**src/core/mcast_fwd_pkg.sv**
```systemverilog
`default_nettype none
package mcast_fwd_pkg;
   // ==========================================================
   // Widths
   localparam int PORT_W = 2;
   localparam int GRP_W = 4;
   localparam int SRC_W = 8;
   localparam int HANDLE_W = 16;
   localparam int TC_W = 8;
   localparam int PCP_W = 3;
   localparam int FIFO_DEPTH = 16;
   // ==========================================================
   // Codes
   localparam logic [PORT_W-1:0] UPSTREAM_PORT = 2'h0;
   localparam logic [3:0] SCOPE_LINK = 4'h2;
   localparam logic [3:0] SCOPE_SITE = 4'h5;
   localparam int TC_TOP = 7;
   localparam int TC_PCP_LO = 5;
   // ==========================================================
   // Types
   typedef struct packed {
      logic [PORT_W-1:0] ingress;
      logic mld;
      logic [3:0] scope;
      logic [GRP_W-1:0] grp;
      logic [SRC_W-1:0] src;
      logic [TC_W-1:0] tclass;
      logic [HANDLE_W-1:0] handle;
   } pkt_desc_t;
   localparam int DESC_W = $bits(pkt_desc_t);
   typedef struct packed {
      logic valid;
      logic v1;
      logic excl;
      logic src_ok;
      logic [SRC_W-1:0] src;
      logic src_tmr_nz;
   } mbr_t;
   typedef struct packed {
      logic valid;
      logic excl;
      logic src_ok;
      logic [SRC_W-1:0] src;
   } mrec_t;
   typedef enum logic [1:0] {WALK_IDLE, WALK_SCAN, WALK_DONE} walk_t;
endpackage
`default_nettype wire

```
**src/core/stream_if.sv**
```systemverilog
`timescale 1ns/1ns
`default_nettype none
interface stream_if #(parameter int W = 8) ();
   logic valid;
   logic ready;
   logic [W-1:0] data;
   modport src (output valid, output data, input ready);
   modport snk (input valid, input data, output ready);
endinterface // stream_if
`default_nettype wire

```
**src/core/ipv6_multicast_forward_qos.sv**
```systemverilog
// Operation
// - Replicate to LAN port when host joined
// - No replication where no host joined, except site scope
// - Never send back out ingress port
// - Listener messages stay on their interface
// - Link-scoped traffic stays on its interface
// - Site scope to other LAN ports only
// - Other LAN multicast goes to upstream
// - Source filtering applied per interface
// - Version-1 report sets per-group compat mode
// - Exclude-none plus exclude-source gives exclude-none
// - Query answer: one record per merged entry
// - Prioritisation optional, enabled by input
// - Downstream queue priority from traffic class byte only
// - Two downstream queues per LAN port
// - Map table or top bit picks queue
// - No upstream queues
// - Upstream class byte kept or zeroed
// - Upstream tag priority from top three bits
// - Upstream priority by ingress LAN port
// - Merge drops timed exclude sources and timers
`timescale 1ns/1ns
`default_nettype none
module ipv6_multicast_forward_qos
   import mcast_fwd_pkg::*;
#(
   parameter int NLAN = 2,
   parameter int DEPTH = FIFO_DEPTH
) (
   input wire logic clk,
   input wire logic rstn,
   input wire logic in_valid,
   output logic in_ready,
   input wire pkt_desc_t in_desc,
   output logic out_valid,
   input wire logic out_ready,
   output logic [NLAN:0] out_egress,
   output logic out_queue_hi,
   output logic [TC_W-1:0] out_tclass,
   output logic [PCP_W-1:0] out_pcp,
   output logic out_up_hi,
   output logic [HANDLE_W-1:0] out_handle,
   input wire logic upd_valid,
   input wire logic [PORT_W-1:0] upd_port,
   input wire logic [GRP_W-1:0] upd_grp,
   input wire logic upd_leave,
   input wire logic upd_v1,
   input wire logic upd_excl,
   input wire logic upd_src_ok,
   input wire logic [SRC_W-1:0] upd_src,
   input wire logic upd_src_tmr_nz,
   input wire logic qos_en,
   input wire logic map_en,
   input wire logic [7:0] prio_map,
   input wire logic clear_tc,
   input wire logic [NLAN-1:0] port_hi,
   input wire logic gq_start,
   output logic gq_busy,
   output logic rec_valid,
   output logic [GRP_W-1:0] rec_grp,
   output logic rec_excl,
   output logic rec_src_ok,
   output logic [SRC_W-1:0] rec_src,
   output logic gq_done
);
   localparam int NGRP = 1 << GRP_W;
   localparam logic [GRP_W-1:0] LAST_GRP = GRP_W'(NGRP - 1);

   typedef struct packed {
      logic [NLAN-1:0][NGRP-1:0][$bits(mbr_t)-1:0] tbl;
      logic out_valid;
      logic [NLAN:0] egress;
      logic q_hi;
      logic [TC_W-1:0] tclass;
      logic [PCP_W-1:0] pcp;
      logic up_hi;
      logic [HANDLE_W-1:0] handle;
      walk_t walk;
      logic [GRP_W-1:0] wg;
      logic rec_valid;
      logic [GRP_W-1:0] rec_grp;
      logic rec_excl;
      logic rec_src_ok;
      logic [SRC_W-1:0] rec_src;
      logic gq_done;
   } st_t;

   st_t s_r;
   st_t s_nxt;

   // ==========================================================
   // Input buffer
   stream_if #(.W(DESC_W)) fin ();
   stream_if #(.W(DESC_W)) fout ();
   assign fin.valid = in_valid;
   assign fin.data = in_desc;
   assign in_ready = fin.ready;

   sync_fifo #(.W(DESC_W), .DEPTH(DEPTH)) u_fifo (
      .clk(clk),
      .rstn(rstn),
      .wr(fin.snk),
      .rd(fout.src)
   );

   // ==========================================================
   // Merge of one group across LAN ports
   function automatic mrec_t merge_grp(input st_t st,
                                       input logic [GRP_W-1:0] g);
      mrec_t m;
      mbr_t r;
      logic any_ex;
      logic ex_same;
      logic xs_set;
      logic [SRC_W-1:0] xs;
      logic is_set;
      logic is_multi;
      logic [SRC_W-1:0] is_src;
      logic inc_hit;
      m = '0;
      any_ex = 1'b0;
      ex_same = 1'b1;
      xs_set = 1'b0;
      xs = '0;
      is_set = 1'b0;
      is_multi = 1'b0;
      is_src = '0;
      inc_hit = 1'b0;
      for (int p = 0; p < NLAN; p++)
      begin
         r = mbr_t'(st.tbl[p][g]);
         // Timed exclude sources are forwarded, so not blocked
         if (r.excl && r.src_tmr_nz)
            r.src_ok = 1'b0;
         if (r.valid && r.excl)
         begin
            any_ex = 1'b1;
            // Exclude-none on any port wins the intersection
            if (!r.src_ok)
               ex_same = 1'b0;
            else if (xs_set && xs != r.src)
               ex_same = 1'b0;
            else
            begin
               xs = r.src;
               xs_set = 1'b1;
            end
         end
         else if (r.valid)
         begin
            m.valid = 1'b1;
            if (is_set && is_src != r.src)
               is_multi = 1'b1;
            is_src = r.src;
            is_set = 1'b1;
         end
      end
      for (int p = 0; p < NLAN; p++)
      begin
         r = mbr_t'(st.tbl[p][g]);
         if (r.valid && !r.excl && r.src == xs)
            inc_hit = 1'b1;
      end
      if (any_ex)
      begin
         m.valid = 1'b1;
         m.excl = 1'b1;
         m.src_ok = ex_same && xs_set && !inc_hit;
         m.src = xs;
      end
      else if (is_multi)
      begin
         // One source slot: widen to exclude-none rather than lose traffic
         m.excl = 1'b1;
      end
      else
      begin
         m.src_ok = is_set;
         m.src = is_src;
      end
      return m;
   endfunction

   // ==========================================================
   // Forwarding decision on the buffer head
   pkt_desc_t d;
   logic from_up;
   logic scope_local;
   logic scope_site;
   logic up_fwd;
   logic [NLAN-1:0] lan_fwd;
   logic [NLAN:0] egress;
   logic [NLAN:0] port_hi_x;
   logic dn_hi;
   mrec_t wm;

   assign d = pkt_desc_t'(fout.data);
   assign from_up = d.ingress == UPSTREAM_PORT;
   assign scope_local = d.mld || d.scope <= SCOPE_LINK;
   assign scope_site = d.scope == SCOPE_SITE;
   assign up_fwd = !scope_local && !scope_site && !from_up;

   genvar gp;
   generate
      for (gp = 0; gp < NLAN; gp++)
      begin : g_lan
         mbr_t r;
         logic hit;
         logic sub;
         assign r = mbr_t'(s_r.tbl[gp][d.grp]);
         assign hit = r.src_ok && r.src == d.src;
         // Each port filters on its own record only
         assign sub = r.valid &&
                      (r.excl ? !(hit && !r.src_tmr_nz) : hit);
         assign lan_fwd[gp] = !scope_local &&
                              d.ingress != PORT_W'(gp + 1) &&
                              (scope_site ? !from_up : sub);
      end
   endgenerate

   assign egress = {lan_fwd, up_fwd};
   assign port_hi_x = {port_hi, 1'b0};
   assign dn_hi = map_en ? prio_map[d.tclass[TC_TOP:TC_PCP_LO]]
                         : d.tclass[TC_TOP];
   assign fout.ready = !s_r.out_valid || out_ready;
   assign wm = merge_grp(s_r, s_r.wg);

   // ==========================================================
   // Next state
   always_comb
   begin
      mbr_t u;
      mbr_t old;
      logic [PORT_W-1:0] ui;
      s_nxt = s_r;
      u = '0;
      old = '0;
      ui = upd_port - 1'b1;
      // Membership updates from the listener engines
      if (upd_valid && upd_port != UPSTREAM_PORT &&
          upd_port <= PORT_W'(NLAN))
      begin
         old = mbr_t'(s_r.tbl[ui][upd_grp]);
         u = old;
         if (upd_leave || (!upd_excl && !upd_src_ok && !upd_v1))
            u = '0;
         else if (upd_v1)
         begin
            u = '0;
            u.valid = 1'b1;
            u.v1 = 1'b1;
            u.excl = 1'b1;
         end
         else if (!old.v1)
         begin
            u.valid = 1'b1;
            u.excl = upd_excl;
            u.src_ok = upd_src_ok;
            u.src = upd_src;
            u.src_tmr_nz = upd_src_tmr_nz;
         end
         s_nxt.tbl[ui][upd_grp] = u;
      end
      // Output stage
      if (out_ready)
         s_nxt.out_valid = 1'b0;
      if (fout.valid && fout.ready)
      begin
         // Packets with no egress are dropped here
         s_nxt.out_valid = egress != '0;
         s_nxt.egress = egress;
         s_nxt.handle = d.handle;
         s_nxt.tclass = d.tclass;
         s_nxt.q_hi = 1'b0;
         s_nxt.pcp = '0;
         s_nxt.up_hi = 1'b0;
         if (qos_en)
         begin
            // Any copy towards hosts is queued by class, whatever its ingress
            if (lan_fwd != '0)
               s_nxt.q_hi = dn_hi;
            // Upstream gets no queue, only markings; one class byte is
            // shared by all copies, so a cleared byte reaches LAN copies too
            if (up_fwd)
            begin
               if (clear_tc)
                  s_nxt.tclass = '0;
               s_nxt.pcp = d.tclass[TC_TOP:TC_PCP_LO];
               s_nxt.up_hi = port_hi_x[d.ingress];
            end
         end
      end
      // General query walk
      s_nxt.rec_valid = 1'b0;
      s_nxt.gq_done = 1'b0;
      case (s_r.walk)
         WALK_IDLE:
         begin
            s_nxt.wg = '0;
            if (gq_start)
               s_nxt.walk = WALK_SCAN;
         end
         WALK_SCAN:
         begin
            s_nxt.rec_valid = wm.valid;
            s_nxt.rec_grp = s_r.wg;
            s_nxt.rec_excl = wm.excl;
            s_nxt.rec_src_ok = wm.src_ok;
            s_nxt.rec_src = wm.src;
            if (s_r.wg == LAST_GRP)
               s_nxt.walk = WALK_DONE;
            else
               s_nxt.wg = s_r.wg + 1'b1;
         end
         WALK_DONE:
         begin
            s_nxt.gq_done = 1'b1;
            s_nxt.walk = WALK_IDLE;
         end
         default:
            s_nxt.walk = WALK_IDLE;
      endcase
   end

   always_ff @(posedge clk or negedge rstn)
   begin
      if (!rstn)
         s_r <= '0;
      else
         s_r <= s_nxt;
   end

   // ==========================================================
   // Outputs
   assign out_valid = s_r.out_valid;
   assign out_egress = s_r.egress;
   assign out_queue_hi = s_r.q_hi;
   assign out_tclass = s_r.tclass;
   assign out_pcp = s_r.pcp;
   assign out_up_hi = s_r.up_hi;
   assign out_handle = s_r.handle;
   assign gq_busy = s_r.walk != WALK_IDLE;
   assign rec_valid = s_r.rec_valid;
   assign rec_grp = s_r.rec_grp;
   assign rec_excl = s_r.rec_excl;
   assign rec_src_ok = s_r.rec_src_ok;
   assign rec_src = s_r.rec_src;
   assign gq_done = s_r.gq_done;
endmodule // ipv6_multicast_forward_qos
`default_nettype wire

```
**src/core/sync_fifo.sv**
```systemverilog
`timescale 1ns/1ns
`default_nettype none
module sync_fifo #(
   parameter int W = 8,
   parameter int DEPTH = 16
) (
   input wire logic clk,
   input wire logic rstn,
   stream_if.snk wr,
   stream_if.src rd
);
   localparam int AW = $clog2(DEPTH);
   localparam logic [AW:0] FULL_CNT = (AW+1)'(DEPTH);
   typedef struct packed {
      logic [DEPTH-1:0][W-1:0] mem;
      logic [AW-1:0] wp;
      logic [AW-1:0] rp;
      logic [AW:0] cnt;
   } fst_t;
   fst_t s_r;
   fst_t s_nxt;
   logic push;
   logic pop;
   assign wr.ready = s_r.cnt != FULL_CNT;
   assign rd.valid = s_r.cnt != '0;
   assign rd.data = s_r.mem[s_r.rp];
   assign push = wr.valid && wr.ready;
   assign pop = rd.valid && rd.ready;
   always_comb
   begin
      s_nxt = s_r;
      if (push)
      begin
         s_nxt.mem[s_r.wp] = wr.data;
         s_nxt.wp = s_r.wp + 1'b1;
      end
      if (pop)
         s_nxt.rp = s_r.rp + 1'b1;
      // Simultaneous push and pop leaves the count alone
      if (push && !pop)
         s_nxt.cnt = s_r.cnt + 1'b1;
      else if (pop && !push)
         s_nxt.cnt = s_r.cnt - 1'b1;
   end
   always_ff @(posedge clk or negedge rstn)
   begin
      if (!rstn)
         s_r <= '0;
      else
         s_r <= s_nxt;
   end
endmodule // sync_fifo
`default_nettype wire

```
**config.mk**
```make
export PLATFORM = sky130hd
export DESIGN_NAME = ipv6_multicast_forward_qos
export DESIGN_NICKNAME = d
export VERILOG_FILES = /design/src/core/mcast_fwd_pkg.sv /design/src/core/stream_if.sv /design/src/core/ipv6_multicast_forward_qos.sv /design/src/core/sync_fifo.sv
export SDC_FILE = /design/constraint.sdc
export NUM_CORES = 2
export LEC_CHECK = 0
export ABC_CLOCK_PERIOD_IN_PS = 4500
export BUFFER_PORTS_ARGS = -buffer_cell sky130_fd_sc_hd__buf_2
export CAP_MARGIN = 20
export CORE_MARGIN = 3
export CORE_UTILIZATION = 57
export DETAILED_ROUTE_END_ITERATION = 6
export PLACE_DENSITY_LB_ADDON = 0.12
export SYNTH_ARGS = -nofsm -noshare
export SYNTH_HDL_FRONTEND = slang
export SYNTH_HIERARCHICAL = 1
export SYNTH_SLANG_ARGS = --single-unit
```
**constraint.sdc**
```tcl
create_clock -name clk -period 4.5 [get_ports clk]
set_input_delay 0.225 -clock clk [delete_from_list [all_inputs] [get_ports clk]]
set_output_delay 0.225 -clock clk [all_outputs]
set_load 0.05 [all_outputs]
```
==> results.toml <==
[final_layout]
post-route-util_pct = 64.7
fill_cells = 7959
fin_area_sq_um = 68600
diodes = 0
nets = 4723
drive_gt1_share_pct = 39.3
synthToLayoutAreaGrowth_pct = 11.9

[timing]
post-route-period-util_pct = 98.2
finalSetupTns_ns = 0
worstMarginPinSlew_ns = 1.15
period_needed_ns = 4.42
grt_setup_unrepaired = "true"
final-hold-violation-count = 0
max_slew_margin_pct = 23.4
max_freq_mhz = 226
drv_slew = 0
skew_ns = 0.0228
finalSetupViolations = 0
fin_hold_ws_ns = 0.0485

[yosys]
synth_flop_cell = "dfrtp_1"
ys_types = 84
synth_area_leaders = "dfrtp_1 48%, mux4_2 15%, mux2_2 13%, o31ai_1 3.9%, nand2_1 3.3%"
synth_edf_count = 0
yosys.area.top_type = "dfrtp_1"
synth.most_common_cell = "dfrtp_1"
synthCells = 4528
seq_area_frac_synth_pct = 47.8
syn_area_per_cell_sq_um = 13.5
synth_fp_nets = 4623
yosysWarnings = 6
yosysTopAreaCellShare_pct = 47.8
syn_area_sq_um = 61300
yosys-top-cells-count = "1,172 x dfrtp_1, 693 x mux2_2, 536 x nand2_1, 410 x mux4_2, 316 x o31ai_1"
ys_seq_elements = 1172
async_flop_share_pct = 100

[floorplanning]
die_h_um = 334
die_w_um = 334
dieArea_sq_um = 112000
core_sq_um = 106000
initial_utilization_pct = 57.8
ioPinCount = 132
rows = 119

[grt]
grt_pass1_wl_mm = 271
antenna_found_initial = 1
grt_overflow_total = 0
grt_pass1_vias = 41231
grt_max_degree = 126
met3_usage_pct = 7.41
gr-usage-met2_pct = 49.1
use_met1_pct = 45.7
grt.total_usage_pct = 32.4
grt_busiest_layer = "met2"

[run_status]
status = "complete, no violations"

[clock_network]
clock-sinks = 1172
path_clk_slew_ns = 0.06
cts-root-buf = "clkbuf_16"
htree_levels = 4
clock_path_buffers = 3
clock_latency_ns = 0.75
cts_made_buffers = 132
cts_tree = "built"

[setup_path]
critPathKind = "reg -> reg"
critical_path_required_ns = 5.11
path_delay_family = "multiplexers"
critPathLaunchType = "register"
r2r-start = "u_fifo/s_r[5]"
cp-end-kind = "register"
worstRegToRegCells = 18
cpMaxStageDelayCell = "or4_4"
reg2reg_slack_ns = 0.08
path_max_fanout = 13
arrival_ns = 5.03
cpPeakStageDelay_ns = 0.57
crit_buf_inv = 5
timing.critical_path.mode_cell = "buf_4"
timing.rr.end = "out_valid"
crit_chain = "buf_12 -> buf_4 -> mux4_2 -> a22oi_2 -> nand2_4 -> buf_4 -> buf_12 -> buf_4 -> mux4_2 -> mux2i_1 -> mux2i_1 -> xnor2_2 -> nand3_2 -> or4_4 -> o211a_4 -> o221ai_2 -> and2_4 -> a31oi_1"

[power]
powerDensity_nw_per_um2 = 689
total_power_mw = 47.3
ir_drop_mv = 0.568
p_leak_nw = 29.9

[route]
wl_per_cell_um = 29.5
vias_per_cell = 6.73
final_antenna_net_count = 0
drt_iter0_drc = 4411
firstDrtPassIters = 6
vias = 41221
drt_wl_total_mm = 181
drc = 0

[job]
drv_cap = 0

[hold_path]
hold_class = "in -> reg"
whs_endpoint = "out_valid"
whs_path_depth = 3
holdCritStartpoint = "out_ready"

[place]
routabilityCongestion = 0.958
dp_hpwl_mm = 112
place_area_sq_um = 63100
port_buffers = 131
==> registers in the layout, summed over array words and instances (netlist names) <==
| register | cells |
|---|---|
| out_valid | 1 |
| rec_valid | 1 |
| rec_src | 8 |
| rec_src_ok | 1 |
| u_fifo/s_r | 701 |
| out_egress | 3 |
| out_tclass | 8 |
| out_up_hi | 1 |
| s_r | 422 |
| out_handle | 16 |
| out_queue_hi | 1 |
| out_pcp | 3 |
| rec_excl | 1 |
| rec_grp | 4 |
| gq_done | 1 |
==> layer usage <==
layer,vias to the layer above,wire length [um],share of wire (%)
li1,17339,-,-
met4,0,7770,4.3
met1,21556,75800,42
met2,1894,82000,45
met5,-,0,0
met3,432,15000,8.3
==> final cells by class <==
type	instances	area (sq um)	area share [%]
repair buffers	427	3560	5.19
flip-flops and latches	1172	29300	42.8
multi-input cells	2872	29500	43.0
clock inverters	50	572	0.834
well taps	1391	1740	2.54
inverters	23	86.3	0.126
clock buffers	187	3790	5.53
==> worst max path at each step <==
stage	start	to	slack, ns	depth (start not counted)
2_1_floorplan	u_fifo/s_r[5]	out_queue_hi	0.21	19
3_3_place_gp	u_fifo/s_r[5]	out_queue_hi	-0.20	17
3_5_place_dp	u_fifo/s_r[5]	out_queue_hi	-0.20	14
4_1_cts	u_fifo/s_r[5]	out_queue_hi	0.005	18
5_1_grt	u_fifo/s_r[5]	out_valid	-0.03	17
6_report	u_fifo/s_r[5]	out_valid	0.08	18
==> cell usage in the layout, fill, tap and decap left out, types with 11 or more instances in the layout <==
cell type / instances
a21oi_1: 56
a221oi_1: 42
a22o_1: 32
a22oi_1: 61
buf_12: 31
buf_2: 128
buf_4: 193
buf_6: 11
clkbuf_1: 31
clkbuf_16: 138
clkbuf_8: 20
clkinv_2: 22
dfrtp_1: 1166
dlygate4sd3_1: 56
ha_1: 13
inv_1: 22
mux2_1: 42
mux2_2: 693
mux2_4: 80
mux2i_1: 164
mux4_2: 410
nand2_1: 532
nand3_1: 18
nand3_4: 12
nor2_1: 43
nor2b_1: 16
o21ai_0: 133
o21ai_2: 12
o31ai_1: 316
xnor2_1: 23
==> timing repair <==
action,CTS,global route
hold endpoints to repair,791,0
gates resized for setup,13,41
pin swaps,10,22
hold buffers,56,0
endpoints found under the setup margin,3,5
buffers inserted,12,15
gates cloned,2,2
==> worst register-to-register path, delay by kind of cell (launching register included) <==
family / cells / cell delay, ns
AOI/OAI and AO/OA: 4 / 0.61
xor gates and xnor gates: 1 / 0.24
buffers and inverters: 5 / 0.79
DFF: 1 / 0.51
muxes: 4 / 1.13
and+or+nand+nor: 4 / 0.99
==> where the power goes <==
part	leakage (nW)	switching, mW	internal (mW)	total (mW)
logic	12.6	10.4	10.2	20.6
clock network	2.14	4.44	6.42	10.9
registers	15.1	1.96	13.9	15.8
==> stage by stage <==
step,instances,setup WS (ns)
2_1_floorplan,4528,0.210
3_3_place_gp,5797,-0.200
3_5_place_dp,5799,-0.198
4_1_cts,6106,0.00534
5_1_grt,6122,-0.0260
6_report,6122,0.0828
==> logic make-up after synthesis <==
| logic type | Yosys count | synth area share (%) |
|---|---|---|
| flops | 1172 | 47.8 |
| xor+xnor | 34 | 0.486 |
| mux | 1392 | 33.3 |
| simple gates | 707 | 5.17 |
| fa+ha+maj | 14 | 0.298 |
| buf+inv | 485 | 4.57 |
| compound gates | 724 | 8.38 |
(Power assumes the default switching activity.)
